==> config.mk <==
export PLATFORM = sky130hd
export DESIGN_NAME = sps_status_protect
export DESIGN_NICKNAME = d
export VERILOG_FILES = /design/src/hdl/sps_pkg.sv /design/src/hdl/sps_status_protect.sv /design/src/hdl/sps_pair_buffer.sv
export SDC_FILE = /design/constraint.sdc
export NUM_CORES = 1
export LEC_CHECK = 0
export ABC_AREA = 1
export BUFFER_PORTS_ARGS = -buffer_cell sky130_fd_sc_hd__buf_2
export CAP_MARGIN = 20
export CORE_ASPECT_RATIO = 1.75
export CORE_MARGIN = 2
export CORE_UTILIZATION = 50
export CTS_CLUSTER_DIAMETER = 60
export DETAILED_ROUTE_END_ITERATION = 16
export HOLD_SLACK_MARGIN = 0.15
export PLACE_DENSITY_LB_ADDON = 0.1
export SLEW_MARGIN = 25
export SYNTH_ARGS = -nofsm -noshare
export SYNTH_HDL_FRONTEND = slang
export SYNTH_SLANG_ARGS = --single-unit
export TNS_END_PERCENT = 10
==> constraint.sdc <==
create_clock -name clk -period 3.1 [get_ports clk]
set_clock_uncertainty 0.1 [all_clocks]
set_input_delay 0.155 -clock clk [delete_from_list [all_inputs] [get_ports clk]]
set_output_delay 0.155 -clock clk [all_outputs]
set_load 0.01 [all_outputs]
==> src/hdl/sps_pkg.sv <==
// Shared constants and types of the serial EEPROM status and protection block.
// Assumes a single 25 MHz clock; all SPI pins are asynchronous to it.
package sps_pkg;

  // ----------------------------------------------------------------
  // Array geometry and clock
  // ----------------------------------------------------------------
  localparam int          ADDR_W        = 15;
  localparam int          CLK_HZ        = 25_000_000;
  localparam int          WRITE_TIME_MS = 5;
  localparam int          WRITE_CYCLES  = WRITE_TIME_MS * (CLK_HZ / 1000);

  // ----------------------------------------------------------------
  // Command codes and status byte layout
  // ----------------------------------------------------------------
  localparam logic [7:0]  OPC_STORE     = 8'h01; // status_store_cmd
  localparam logic [7:0]  OPC_WRITE     = 8'h02;
  localparam logic [7:0]  OPC_WDIS      = 8'h04;
  localparam logic [7:0]  OPC_RSTAT     = 8'h05;
  localparam logic [7:0]  OPC_WEN       = 8'h06;
  localparam int          BIT_HONOUR    = 7;
  localparam int          BIT_GUARD_HI  = 3;
  localparam int          BIT_GUARD_LO  = 2;
  localparam int          BIT_LATCH     = 1;
  localparam int          BIT_BUSY      = 0;
  localparam logic [2:0]  NV_RESET      = 3'h0;

  // ----------------------------------------------------------------
  // Types
  // ----------------------------------------------------------------
  typedef enum logic [5:0] {
    ST_OPC   = 6'h01,
    ST_ADDR  = 6'h02,
    ST_WDATA = 6'h04,
    ST_RSTAT = 6'h08,
    ST_WSTAT = 6'h10,
    ST_SKIP  = 6'h20
  } sps_state_t;

  typedef struct packed {
    logic [ADDR_W-1:0] addr;
    logic [7:0]        data;
  } sps_word_t;

endpackage

==> src/hdl/sps_status_protect.sv <==
// SPI serial EEPROM front end: bit timing, status register and write protection.
// Assumes SPI pins are asynchronous and sampled by clk, at least 8 clk per SCK period.
// Functional notes
// - Serial input sampled on rising SCK, most significant bit first.
// - Serial output changes on falling SCK, most significant bit first.
// - Block-guard bits change only by status store and persist across power loss.
// - Write latch set by enable command, cleared by disable, at the end of each write cycle and at power loss.
// - Busy flag follows internal write cycle only, never set by a command.
// - Read-status returns all eight status bits.
// - Status byte: honour bit 7, zeros 6..4, guards 3..2, latch 1, busy 0.
// - Protect pin ignored when honour bit is 0, obeyed when 1.
// - Array write and status store refused while write latch is 0.
// - Busy reads 1 during a write cycle, 0 otherwise.
// - Guard code 00 none, 01 top quarter, 10 upper half, 11 everything.
// - Status store rejected while protect pin low and honoured.
// - A running write cycle completes even if protection is asserted.
`timescale 1ns/1ps
`default_nettype none
module sps_status_protect
  import sps_pkg::*;
#(
  parameter int CYCLES = WRITE_CYCLES
) (
  input  wire logic             clk,
  input  wire logic             rstn,
  input  wire logic             sck,
  input  wire logic             si,
  input  wire logic             chip_select_n,
  input  wire logic             protect_pin_n,
  output logic                  so_out,
  output logic                  so_oe_n,
  input  wire logic [2:0]       nv_init,
  output logic                  nv_save,
  output logic [2:0]            nv_save_bits,
  output logic                  arr_valid,
  input  wire logic             arr_ready,
  output sps_word_t             arr_word
);

  // ----------------------------------------------------------------
  // Pin synchronisers and edge detection
  // ----------------------------------------------------------------
  logic [2:0] sck_sy_reg, cs_sy_reg;
  logic [1:0] si_sy_reg, wp_sy_reg;

  // Two flops each; the third sck/cs flop only serves the edge finder
  always_ff @(posedge clk) begin
    if (!rstn) begin
      sck_sy_reg <= 3'h0;
      cs_sy_reg  <= 3'h7;
      si_sy_reg  <= 2'h0;
      wp_sy_reg  <= 2'h3;
    end else begin
      sck_sy_reg <= {sck_sy_reg[1:0], sck};
      cs_sy_reg  <= {cs_sy_reg[1:0], chip_select_n};
      si_sy_reg  <= {si_sy_reg[0], si};
      wp_sy_reg  <= {wp_sy_reg[0], protect_pin_n};
    end
  end

  wire cs_act   = ~cs_sy_reg[1];
  wire sck_rise = sck_sy_reg[1] & ~sck_sy_reg[2] & cs_act;
  wire sck_fall = ~sck_sy_reg[1] & sck_sy_reg[2] & cs_act;
  wire cs_rise  = cs_sy_reg[1] & ~cs_sy_reg[2];
  wire si_s     = si_sy_reg[1];
  wire wp_low   = ~wp_sy_reg[1];

  // ----------------------------------------------------------------
  // Registers
  // ----------------------------------------------------------------
  sps_state_t        state_reg;
  sps_state_t        state_next;
  logic [2:0]        bit_cnt_reg;
  logic [7:0]        shin_reg;
  logic [7:0]        cmd_reg;
  logic [7:0]        out_sh_reg;
  logic              so_reg;
  logic              addr_cnt_reg;
  logic [15:0]       addr_reg;
  logic              data_got_reg, stat_got_reg;
  logic [7:0]        stat_new_reg;
  logic              honour_reg, guard_hi_reg, guard_lo_reg;
  logic              latch_reg, busy_reg, nv_load_reg, nv_save_reg;
  logic [31:0]       timer_reg;

  // ----------------------------------------------------------------
  // Decode
  // ----------------------------------------------------------------
  // Guarded ranges by the two guard bits
  function automatic logic guarded(input logic [ADDR_W-1:0] a, input logic [1:0] g);
    case (g)
      2'b01:   return a[ADDR_W-1] & a[ADDR_W-2];
      2'b10:   return a[ADDR_W-1];
      2'b11:   return 1'b1;
      default: return 1'b0;
    endcase
  endfunction

  wire [7:0]  byte_in    = {shin_reg[6:0], si_s};
  wire        byte_done  = sck_rise & (bit_cnt_reg == 3'h7);
  wire [7:0]  stat_byte  = {honour_reg, 3'h0, guard_hi_reg, guard_lo_reg, latch_reg, busy_reg};
  wire        pin_block  = honour_reg & wp_low;
  wire [ADDR_W-1:0] waddr = addr_reg[ADDR_W-1:0];
  wire        w_guarded  = guarded(waddr, {guard_hi_reg, guard_lo_reg});
  wire        buf_ready;
  wire        buf_push   = (state_reg == ST_WDATA) & byte_done & latch_reg & ~w_guarded;
  wire        frame_end  = cs_rise & (bit_cnt_reg == 3'h0);
  wire        wen_commit = frame_end & (cmd_reg == OPC_WEN) & ~busy_reg;
  wire        wdis_commit = frame_end & (cmd_reg == OPC_WDIS) & ~busy_reg;
  wire        store_commit = frame_end & (cmd_reg == OPC_STORE) & stat_got_reg
                             & latch_reg & ~pin_block & ~busy_reg;
  wire        write_commit = frame_end & (cmd_reg == OPC_WRITE) & data_got_reg & ~busy_reg;
  wire        cycle_done = busy_reg & (timer_reg == 32'h0) & ~arr_valid;
  wire        rdsr_start = (state_reg == ST_OPC) & byte_done & (byte_in == OPC_RSTAT);

  // Next state after each opcode byte; only status read is served while busy
  always_comb begin
    state_next = state_reg;
    if (!cs_act) begin
      state_next = ST_OPC;
    end else if (byte_done) begin
      case (state_reg)
        ST_OPC: begin
          if (byte_in == OPC_RSTAT) state_next = ST_RSTAT;
          else if (busy_reg) state_next = ST_SKIP;
          else if (byte_in == OPC_WRITE) state_next = ST_ADDR;
          else if (byte_in == OPC_STORE) state_next = ST_WSTAT;
          else state_next = ST_SKIP;
        end
        ST_ADDR:  state_next = addr_cnt_reg ? ST_WDATA : ST_ADDR;
        ST_WSTAT: state_next = ST_SKIP;
        default:  state_next = state_reg;
      endcase
    end
  end

  // ----------------------------------------------------------------
  // Serial shifter and frame tracking
  // ----------------------------------------------------------------
  // Input bits shift in on rising SCK, msb first
  always_ff @(posedge clk) begin
    if (!rstn || !cs_act) begin
      bit_cnt_reg  <= 3'h0;
      shin_reg     <= 8'h00;
      addr_cnt_reg <= 1'b0;
      if (!rstn || !cs_rise) cmd_reg <= 8'h00;  // Kept through select rise only, so an empty frame replays nothing
    end else if (sck_rise) begin
      bit_cnt_reg <= bit_cnt_reg + 3'h1;
      shin_reg    <= byte_in;
      if (byte_done && state_reg == ST_OPC) cmd_reg <= byte_in;
      if (byte_done && state_reg == ST_ADDR) addr_cnt_reg <= 1'b1;
    end
  end

  // Address capture and auto increment over data bytes
  always_ff @(posedge clk) begin
    if (!rstn) begin
      addr_reg     <= 16'h0000;
      data_got_reg <= 1'b0;
      stat_got_reg <= 1'b0;
      stat_new_reg <= 8'h00;
    end else if (!cs_act && !cs_rise) begin
      data_got_reg <= 1'b0;
      stat_got_reg <= 1'b0;
    end else if (byte_done) begin
      if (state_reg == ST_ADDR) addr_reg <= {addr_reg[7:0], byte_in};
      if (state_reg == ST_WDATA) addr_reg <= addr_reg + 16'h0001;
      if (buf_push) data_got_reg <= 1'b1;
      if (state_reg == ST_WSTAT) begin
        stat_got_reg <= 1'b1;
        stat_new_reg <= byte_in;
      end
    end
  end

  always_ff @(posedge clk) begin
    if (!rstn) state_reg <= ST_OPC;
    else state_reg <= state_next;
  end

  // Status bytes leave on falling SCK, reloaded each byte so reads repeat
  always_ff @(posedge clk) begin
    if (!rstn) begin
      out_sh_reg <= 8'h00;
      so_reg     <= 1'b0;
    end else if (rdsr_start || (state_reg == ST_RSTAT && byte_done)) begin
      out_sh_reg <= stat_byte;
    end else if (sck_fall && state_reg == ST_RSTAT) begin
      so_reg     <= out_sh_reg[7];
      out_sh_reg <= {out_sh_reg[6:0], 1'b0};
    end
  end

  assign so_out  = so_reg;
  assign so_oe_n = ~(cs_act & (state_reg == ST_RSTAT));

  // ----------------------------------------------------------------
  // Status register and write cycle
  // ----------------------------------------------------------------
  // Persistent bits reload from the store after every reset
  always_ff @(posedge clk) begin
    if (!rstn) begin
      honour_reg   <= NV_RESET[2];
      guard_hi_reg <= NV_RESET[1];
      guard_lo_reg <= NV_RESET[0];
      nv_load_reg  <= 1'b1;
      nv_save_reg  <= 1'b0;
    end else begin
      nv_load_reg <= 1'b0;
      nv_save_reg <= store_commit;
      if (nv_load_reg) begin
        {honour_reg, guard_hi_reg, guard_lo_reg} <= nv_init;
      end else if (store_commit) begin
        honour_reg   <= stat_new_reg[BIT_HONOUR];
        guard_hi_reg <= stat_new_reg[BIT_GUARD_HI];
        guard_lo_reg <= stat_new_reg[BIT_GUARD_LO];
      end
    end
  end

  assign nv_save      = nv_save_reg;
  assign nv_save_bits = {honour_reg, guard_hi_reg, guard_lo_reg};

  // Latch clears when a cycle ends, so each write needs a fresh enable
  always_ff @(posedge clk) begin
    if (!rstn) latch_reg <= 1'b0;
    else if (wen_commit) latch_reg <= 1'b1;
    else if (wdis_commit || cycle_done) latch_reg <= 1'b0;
  end

  // Busy ends once the timer is out and the buffer has drained; the pin is not looked at here
  always_ff @(posedge clk) begin
    if (!rstn) begin
      busy_reg  <= 1'b0;
      timer_reg <= 32'h0;
    end else if (store_commit || write_commit) begin
      busy_reg  <= 1'b1;
      timer_reg <= 32'(CYCLES - 1);
    end else if (busy_reg) begin
      if (timer_reg != 32'h0) timer_reg <= timer_reg - 32'h1;
      if (cycle_done) busy_reg <= 1'b0;
    end
  end

  // Words wait here until the array takes them
  sps_pair_buffer #(
    .W     ($bits(sps_word_t)),
    .DEPTH (2)
  ) u_buf (
    .clk       (clk),
    .rstn      (rstn),
    .in_valid  (buf_push),
    .in_ready  (buf_ready),
    .in_data   ({waddr, byte_in}),
    .out_valid (arr_valid),
    .out_ready (arr_ready),
    .out_data  (arr_word)
  );
endmodule
`default_nettype wire

==> src/hdl/sps_pair_buffer.sv <==
// Two-entry valid/ready buffer carrying array write words.
// Assumes both sides run on clk; the drain side may stall at will.
`timescale 1ns/1ps
`default_nettype none
module sps_pair_buffer #(
  parameter int W     = 8,
  parameter int DEPTH = 2
) (
  input  wire logic         clk,
  input  wire logic         rstn,
  input  wire logic         in_valid,
  output logic              in_ready,
  input  wire logic [W-1:0] in_data,
  output logic              out_valid,
  input  wire logic         out_ready,
  output logic [W-1:0]      out_data
);

  // ----------------------------------------------------------------
  // Storage and pointers
  // ----------------------------------------------------------------
  localparam int PW = $clog2(DEPTH);
  logic [W-1:0]  mem_reg [DEPTH];
  logic [PW-1:0] wptr_reg;
  logic [PW-1:0] rptr_reg;
  logic [PW:0]   count_reg;
  wire           push = in_valid & in_ready;
  wire           pop  = out_valid & out_ready;

  // Honest flags straight from the occupancy count
  assign in_ready  = (count_reg != (PW+1)'(DEPTH));
  assign out_valid = (count_reg != '0);
  assign out_data  = mem_reg[rptr_reg];

  // Pointer wrap handles non-power-of-two depths
  function automatic logic [PW-1:0] bump(input logic [PW-1:0] p);
    return (p == PW'(DEPTH - 1)) ? '0 : p + 1'b1;
  endfunction

  // Pointers and count
  always_ff @(posedge clk) begin
    if (!rstn) begin
      wptr_reg  <= '0;
      rptr_reg  <= '0;
      count_reg <= '0;
    end else begin
      if (push) wptr_reg <= bump(wptr_reg);
      if (pop) rptr_reg <= bump(rptr_reg);
      count_reg <= count_reg + (PW+1)'(push) - (PW+1)'(pop);
    end
  end

  // Data store, no reset needed
  always_ff @(posedge clk) begin
    if (push) mem_reg[wptr_reg] <= in_data;
  end

endmodule
`default_nettype wire

==> results of run 1 <==
## per-stage QoR
stage | cell area, um2 | power, mW | setup WS (ns) | std cells | hold slack (ns)
after floorplan | 7420 | 2.24 | 0.551 | 922 | 0.153
after global placement | 7730 | 2.27 | 0.949 | 1122 | 0.240
after detailed placement | 7730 | 2.28 | 0.897 | 1122 | 0.248
after CTS | 8380 | 4.19 | 0.780 | 1166 | 0.316
after global routing | 8380 | 4.28 | 0.719 | 1166 | 0.320
final | 8380 | 4.15 | 0.856 | 1166 | 0.314
## path summary, 6_finish.rpt
check	depth (start not counted)	endpoint
worst min register to register	2	sck_sy_reg[1]
worst max register to register	9	timer_reg[29]
worst max-delay path	3	arr_word[1]
worst min-delay path	2	sck_sy_reg[1]
## cell type report
cell class / count / area share [%]
clock inverter: 14 / 1.30
multi-input combinational: 629 / 38.2
inverter: 113 / 5.06
clock buffer: 18 / 5.12
timing repair buffer: 58 / 4.39
tap: 180 / 2.69
sequential: 154 / 43.2
## cells by family after synthesis
logic type	after synthesis
AO/OA/AOI/OAI	139
XOR/XNOR	11
adder cells (fa/ha/maj)	7
buffers and inverters	139
flip-flops	154
multiplexers	23
AND/OR/NAND/NOR	449
## report_power, final
group	switching, mW	internal [mW]	total, mW
clock	0.867	1.04	1.91
sequential	0.0210	2.10	2.12
combinational	0.0700	0.0553	0.125
total	0.958	3.19	4.15
## Yosys cell counts (all sizes together)
master    n
nand4    25
or2       9
buf      18
dfxtp   100
clkbuf    8
edfxtp   54
ha        7
a211oi    1
a21oi    70
nor3     11
xnor2     6
nand3b    3
mux2     23
inv     112
o32ai     1
nor2    137
a31oi     5
o211ai    2
clkinv    1
o21ai    55
xor2      5
nand2   205
nand3    59
a21boi    4
o21bai    1
## what timing repair did
item                                   in CTS  in global routing
endpoints found under the hold margin      15                  0
hold buffers                               12                  0
setup buffers                               0                  0
## tightest hold or removal path, stage by stage (launching register included)
cell and delay [ns]:
dfxtp_1 0.31, nand2_1 0.05, inv_1 0.04
## metal layers
| metal | part of all wire, % | vias to the layer above |
|---|---|---|
| li1 | - | 3127 |
| met1 | 38 | 2854 |
| met4 | 3.9 | 0 |
| met3 | 2.0 | 44 |
| met2 | 56 | 98 |
| met5 | 0 | - |
==> flow_metrics.env, run 1 <==
export IMPL_status="complete, no violations"
export IMPL_htreeDepth=4
export IMPL_max_freq_ghz=0.446
export IMPL_routed_via_density=5.25
export IMPL_syn_area_mm2=0.00742
export IMPL_yosys_area_share_simple_pct=27.4
export IMPL_critPathBufInv=2
export IMPL_min_period_over_period_pct=72.4
export IMPL_core_area_mm2=0.0144
export IMPL_synth_area_leader_cell="dfxtp_1"
export IMPL_initial_core_util_pct=51.4
export IMPL_layout_nets=990
export IMPL_gp_congestion=1.01
export IMPL_num_antenna_cells=0
export IMPL_largest_reg_flops=46
export IMPL_cts_root_buf="clkbuf_16"
export IMPL_drc=0
export IMPL_ys_seq_area_share_pct=48.8
export IMPL_crit_chain="buf_4 -> mux2_2 -> buf_2"
export IMPL_worstSetupPathType="reg2out"
export IMPL_tns_ns=0
export IMPL_rsz0062_at_grt="no"
export IMPL_synth_mux_area_share_pct=3.49
export IMPL_crit_fanout=16
export IMPL_grtUsageTotal_pct=23.3
export IMPL_final_util_pct=58.1
export IMPL_antenna_left=0
export IMPL_routed_wl_um=17800
export IMPL_ys_warn_count=0
export IMPL_die_w_um=96.1
export IMPL_synthCells=922
export IMPL_place_hpwl_um=13100
export IMPL_vdd_drop_max_mv=0.497
export IMPL_synthTopCellsByArea="dfxtp_1, edfxtp_1, nand2_1"
export IMPL_antenna_found_initial=0
export IMPL_worst_path_max_delay_cell="dfxtp_1"
export IMPL_final_layout_size_suffix_gt1_share_pct=14.5
export IMPL_pwr_density_cell_mw_per_mm2=495
export IMPL_synth_nets=939
export IMPL_synth_top_family_by_area="simple AND/OR/NAND/NOR gates"
export IMPL_grt_max_degree=32
export IMPL_use_met2_pct=45.5
export IMPL_die_h_um=165
export IMPL_worstHoldStart="sck_sy_reg[0]"
export IMPL_finalSetupViolations=0
export IMPL_max_stage_delay_ns=0.79
export IMPL_num_rows=58
export IMPL_regArea_mm2=0.00362
export IMPL_reg2reg_from="bit_cnt_reg[0]"
export IMPL_grt_busiest_layer="met2"
export IMPL_post_drt_wl_per_cell_um=15.3
export IMPL_cp_end_kind="primary output"
export IMPL_cp_start_kind="flop"
export IMPL_use_met1_pct=22.8
export IMPL_synth_compound_area_share_pct=9.78
export IMPL_dieArea_mm2=0.0159
export IMPL_final_common_cell="nand2_1"
export IMPL_clk_pin_slew_ns=0.06
export IMPL_synth_fa_ha_area_share_pct=1.18
export IMPL_clockBufferDepth=2
export IMPL_fin_crit_ns=2.24
export IMPL_maxCapViolCount=0
export IMPL_clk_latency_ns=0.42
export IMPL_cp_data_arrival_time_ns=1.99
export IMPL_cts_tree="yes"
export IMPL_dr_pass1_iters=5
export IMPL_maxSlewViolCount=0
export IMPL_crit_family="flip-flops"
export IMPL_grt_first_pass_wirelength_um=27900
export IMPL_overflow=0
export IMPL_grt_pass1_vias=5796
export IMPL_postSynthAreaPerCell_um2=8.05
export IMPL_yosysTopAreaCellShare_pct=27.0
export IMPL_tightest_slew_ns=0.728
export IMPL_cts_sinks=154
export IMPL_cts_buffers=17
export IMPL_ys_types=41
export IMPL_area_growth_pct=13.0
export IMPL_synthXorXnorAreaFrac_pct=1.30
export IMPL_multi_input_area_mm2=0.00321
export IMPL_port_buffers=39
export IMPL_hold_viol_final=0
export IMPL_fillers=1362
export IMPL_io_pin_count=40
export IMPL_leakage_nw=3.39
export IMPL_use_met3_pct=3.45
export IMPL_vias=6123
export IMPL_rrSetupSlack_ns=0.92
export IMPL_drt_iter0_drc=329
export IMPL_required_ns=2.84
export IMPL_cts_repair_resized=0
export IMPL_maxSlewHeadroom_pct=51.4
export IMPL_min_path_type="reg2reg"
export IMPL_ys_seq_elements=154
export IMPL_final_cell_mix="nand2_1, nor2_1, inv_1"
(Power assumes the default switching activity.)
==> run 2: changes to the inputs <==
clock period = 2.28 ns   (was 3.1 ns; I/O delays follow)
==> flow_metrics.env, run 2 (synthesis results as in run 1) <==
export IMPL_place_hpwl_um=13000
export IMPL_die_h_um=165
export IMPL_hold_viol_final=0
export IMPL_largest_reg_flops=46
export IMPL_status="complete, no violations"
export IMPL_io_pin_count=40
export IMPL_antenna_left=0
export IMPL_dr_pass1_iters=4
export IMPL_num_rows=58
export IMPL_grtUsageTotal_pct=23.4
export IMPL_tns_ns=0
export IMPL_reg2reg_from="timer_reg[0]"
export IMPL_worstRegToRegCells=10
export IMPL_power_switching_mw=1.30
export IMPL_max_stage_delay_ns=0.34
export IMPL_die_w_um=96.1
export IMPL_maxCapViolCount=0
export IMPL_leakage_nw=3.44
export IMPL_crit_chain="inv_1 -> ha_1 -> nand2_1 -> nor2_2 -> nand2_1 -> nor2_1 -> nand2_2 -> nand2_8 -> or2_2 -> a21oi_1"
export IMPL_final_layout_size_suffix_gt1_share_pct=15.3
export IMPL_dieArea_mm2=0.0159
export IMPL_timing_rr_end="timer_reg[1]"
export IMPL_layout_nets=997
export IMPL_clk_latency_ns=0.42
export IMPL_vias=6142
export IMPL_drt_iter0_drc=334
export IMPL_antenna_found_initial=0
export IMPL_final_cell_mix="nand2_1, nor2_1, inv_1"
export IMPL_rsz0062_at_grt="no"
export IMPL_htreeDepth=4
export IMPL_rrSetupSlack_ns=0.25
export IMPL_fin_crit_ns=2.03
export IMPL_cp_start_kind="flop"
export IMPL_grt_pass1_vias=5805
export IMPL_required_ns=2.53
export IMPL_grt_max_degree=28
export IMPL_cts_tree="yes"
export IMPL_cts_buffers=17
export IMPL_routed_via_density=5.24
export IMPL_swShare_pct=22.1
export IMPL_core_area_mm2=0.0144
export IMPL_critPathCapture="timer_reg[1]"
export IMPL_cpMostUsedCell="nand2_1"
export IMPL_cts_root_buf="clkbuf_16"
export IMPL_cts_setup_buffers=0
export IMPL_overflow=0
export IMPL_p_int_mw=4.56
export IMPL_maxSlewHeadroom_pct=57.3
export IMPL_fin_cells=1173
export IMPL_clockBufferDepth=2
export IMPL_crit_fanout=22
export IMPL_p_seq_share_pct=48.9
export IMPL_place_inst=1130
export IMPL_post_drt_wl_per_cell_um=14.9
export IMPL_worstSetupPathType="reg2reg"
export IMPL_min_path_type="reg2reg"
export IMPL_area_growth_pct=15.0
export IMPL_final_common_cell="nand2_1"
export IMPL_worst_path_max_delay_cell="dfxtp_1"
export IMPL_cp_data_arrival_time_ns=2.28
export IMPL_pwr_density_cell_mw_per_mm2=686
export IMPL_min_period_over_period_pct=89.1
export IMPL_initial_core_util_pct=51.4
export IMPL_power_frac_comb_pct=3.2
export IMPL_clockPowerShare_pct=47.9
export IMPL_max_freq_ghz=0.492
export IMPL_finalSetupViolations=0
export IMPL_final_area_mm2=0.00853
export IMPL_drc=0
export IMPL_cts_sinks=154
export IMPL_tightest_slew_ns=0.639
export IMPL_vdd_drop_max_mv=0.443
export IMPL_fillers=1346
export IMPL_cp_end_kind="flop"
export IMPL_crit_start="timer_reg[0]"
export IMPL_port_buffers=39
export IMPL_hold_path_depth=1
export IMPL_gp_congestion=0.927
export IMPL_routed_wl_um=17500
export IMPL_maxSlewViolCount=0
export IMPL_power_mw=5.86
export IMPL_num_antenna_cells=0
export IMPL_place_area_mm2=0.00782
export IMPL_clk_pin_slew_ns=0.07
export IMPL_grt_first_pass_wirelength_um=28200
run 2: stage by stage:
stage / utilization [%] / hold WS (ns) / setup slack [ns]
2_1_floorplan: - / 0.112 / 0.105
5_1_grt: 59.1 / 0.319 / 0.0260
6_report: 59.1 / 0.311 / 0.249
4_1_cts: 59.0 / 0.302 / 0.197
3_5_place_dp: 54.2 / 0.203 / 0.218
3_3_place_gp: 54.2 / 0.199 / 0.255
run 2: area by class of cell:
| cell class | instances | area, um2 | share of cell area (%) |
|---|---|---|---|
| sequential | 154 | 3620 | 42.5 |
| tap | 180 | 225 | 2.64 |
| clock buffer | 17 | 425 | 4.99 |
| timing repair buffer | 65 | 455 | 5.34 |
| inverter | 113 | 424 | 4.97 |
| multi-input combinational | 629 | 3210 | 37.7 |
| clock inverter | 15 | 163 | 1.91 |
run 2: timing repair:
action	4_1_cts	5_1_grt
gates resized for setup	0	1
hold buffers	11	0
setup endpoints to repair	0	1
endpoints found under the hold margin	18	0
run 2: worst max-delay path: cells and delay by family (launching register included):
| family | cells | cell delay, ns |
|---|---|---|
| simple gates | 7 | 1.05 |
| flops | 1 | 0.34 |
| fa+ha+maj | 1 | 0.27 |
| compound gates | 1 | 0.14 |
| buf+inv | 1 | 0.07 |
run 2: how the worst min path moves through the flow:
stage / from / end
final: wp_sy_reg[0] / wp_sy_reg[1]
after global routing: wp_sy_reg[0] / wp_sy_reg[1]
after CTS: chip_select_n / cs_sy_reg[0]
after detailed placement: chip_select_n / cs_sy_reg[0]
after global placement: chip_select_n / cs_sy_reg[0]
after floorplan: sck / sck_sy_reg[0]
run 2: power groups by stage:
stage / logic (mW) / registers, mW / clock network [mW]
final: 0.185 / 2.87 / 2.81
after global placement: 0.173 / 2.93 / 0
after detailed placement: 0.173 / 2.93 / 0
after floorplan: 0.117 / 2.92 / 0
after CTS: 0.188 / 2.87 / 2.86
after global routing: 0.210 / 2.87 / 2.97
run 2: routing by layer:
metal | global-route usage, % | vias up | share of wire, %
li1 | - | 3142 | -
met1 | 24.4 | 2837 | 38
met2 | 44.4 | 116 | 55
met3 | 3.40 | 47 | 2.9
met4 | 11.0 | 0 | 4.2
met5 | 0 | - | 0
==> run 3: changes to the inputs <==
CORE_UTILIZATION = 55   (was 50)
clock period = 2 ns   (was 2.28 ns; I/O delays follow)
==> flow_metrics.env, run 3 (synthesis results as in run 1) <==
export IMPL_power_switching_mw=1.49
export IMPL_drc=0
export IMPL_antenna_left=0
export IMPL_maxSlewViolCount=0
export IMPL_num_antenna_cells=0
export IMPL_cp_end_kind="flop"
export IMPL_io_pin_count=40
export IMPL_cts_tree="yes"
export IMPL_status="complete, no violations"
export IMPL_tightest_slew_ns=0.442
export IMPL_final_util_pct=65.8
export IMPL_place_hpwl_um=13000
export IMPL_whs_ns=0.313
export IMPL_cp_data_arrival_time_ns=1.90
export IMPL_cp_start_kind="flop"
export IMPL_maxCapViolCount=0
export IMPL_min_path_type="reg2reg"
export IMPL_routed_via_density=5.29
export IMPL_swShare_pct=21.8
export IMPL_p_int_mw=5.34
export IMPL_vdd_drop_max_mv=0.642
export IMPL_cts_buffers=17
export IMPL_dr_pass1_iters=5
export IMPL_place_inst=1147
export IMPL_grt_busiest_layer="met2"
export IMPL_power_frac_comb_pct=3.2
export IMPL_gp_congestion=1.04
export IMPL_die_w_um=91.8
export IMPL_maxSlewHeadroom_pct=70.5
export IMPL_tns_ns=0
export IMPL_crit_fanout=23
export IMPL_fin_cells=1192
export IMPL_area_growth_pct=18.1
export IMPL_grtUsageTotal_pct=25.2
export IMPL_worstHoldStart="cs_sy_reg[0]"
export IMPL_port_buffers=39
export IMPL_reg2reg_from="bit_cnt_reg[0]"
export IMPL_initial_core_util_pct=55.7
export IMPL_use_met2_pct=49.0
export IMPL_dieArea_mm2=0.0145
export IMPL_clockBufferDepth=2
export IMPL_clk_pin_slew_ns=0.07
export IMPL_final_cell_mix="nand2_1, nor2_1, inv_1"
export IMPL_cts_sinks=154
export IMPL_htreeDepth=4
export IMPL_max_freq_ghz=0.531
export IMPL_layout_nets=1022
export IMPL_overflow=0
export IMPL_grt_pass1_vias=6115
export IMPL_routed_wl_um=17900
export IMPL_crit_start="bit_cnt_reg[0]"
export IMPL_core_area_mm2=0.0133
export IMPL_min_period_over_period_pct=94.2
export IMPL_clk_latency_ns=0.42
export IMPL_worstSetupPathType="reg2reg"
export IMPL_post_drt_wl_per_cell_um=15.0
export IMPL_required_ns=2.01
export IMPL_power_mw=6.83
export IMPL_clockPowerShare_pct=49.0
export IMPL_worstRegToRegCells=8
export IMPL_vias=6309
export IMPL_use_met3_pct=3.62
export IMPL_pwr_density_cell_mw_per_mm2=780
export IMPL_grt_max_degree=26
export IMPL_hold_path_depth=1
export IMPL_num_rows=56
export IMPL_largest_reg_flops=46
export IMPL_grt_first_pass_wirelength_um=28300
export IMPL_drt_iter0_drc=360
export IMPL_hold_viol_final=0
export IMPL_die_h_um=158
export IMPL_fin_crit_ns=1.88
export IMPL_rsz0062_at_grt="yes"
export IMPL_antenna_found_initial=0
export IMPL_use_met1_pct=25.1
export IMPL_finalSetupViolations=0
export IMPL_final_layout_size_suffix_gt1_share_pct=18.0
export IMPL_leakage_nw=3.60
export IMPL_p_seq_share_pct=47.8
export IMPL_cts_root_buf="clkbuf_16"
export IMPL_final_common_cell="nand2_1"
[run 3: final cells by class]
cell class,instances,area (um2)
Clock buffer,18,429
Clock inverter,14,186
Fill cell,1149,4550
Inverter,113,424
Multi-Input combinational cell,629,3220
Sequential cell,154,3630
Tap cell,174,218
Timing Repair Buffer,90,661
[run 3: what timing repair did]
action	4_1_cts	5_1_grt
hold buffers	11	0
hold endpoints to repair	27	0
resized for setup	0	8
endpoints found under the setup margin	0	64
setup buffers	0	1
[run 3: critical path, cell delays in order, from the launching register on]
cell     delay [ns]
dfxtp_2        0.33
ha_1           0.15
ha_2           0.19
nand4_4        0.15
nor2_4         0.13
nand3_2        0.10
buf_4          0.16
nor2_4         0.09
buf_12         0.19
[run 3: per-layer routing]
| metal | up-vias | routed length [um] |
|---|---|---|
| met5 | - | 0 |
| met4 | 0 | 823 |
| met3 | 52 | 534 |
| met2 | 145 | 9960 |
| met1 | 2918 | 6600 |
| li1 | 3194 | - |
[run 3: path summary, 6_finish.rpt]
path                               end  slack (ns)
setup / recovery  u_buf.mem_reg[0][19]        0.12
hold / removal            cs_sy_reg[1]        0.31
setup reg to reg  u_buf.mem_reg[0][19]        0.12
hold reg to reg           cs_sy_reg[1]        0.31
[run 3: metrics by stage]
| step | area [um2] | worst slack (ns) |
|---|---|---|
| after floorplan | 7430 | -0.166 |
| after global placement | 7990 | 0.118 |
| after detailed placement | 7990 | 0.0816 |
| after CTS | 8720 | 0.0627 |
| after global routing | 8760 | -0.0131 |
| final | 8760 | 0.117 |
[run 3: power groups by stage]
stage / registers, mW / clock network, mW / logic (mW)
final: 3.27 / 3.34 / 0.220
after global routing: 3.27 / 3.51 / 0.245
after CTS: 3.27 / 3.39 / 0.218
after detailed placement: 3.34 / 0 / 0.200
after global placement: 3.33 / 0 / 0.199
after floorplan: 3.33 / 0 / 0.133
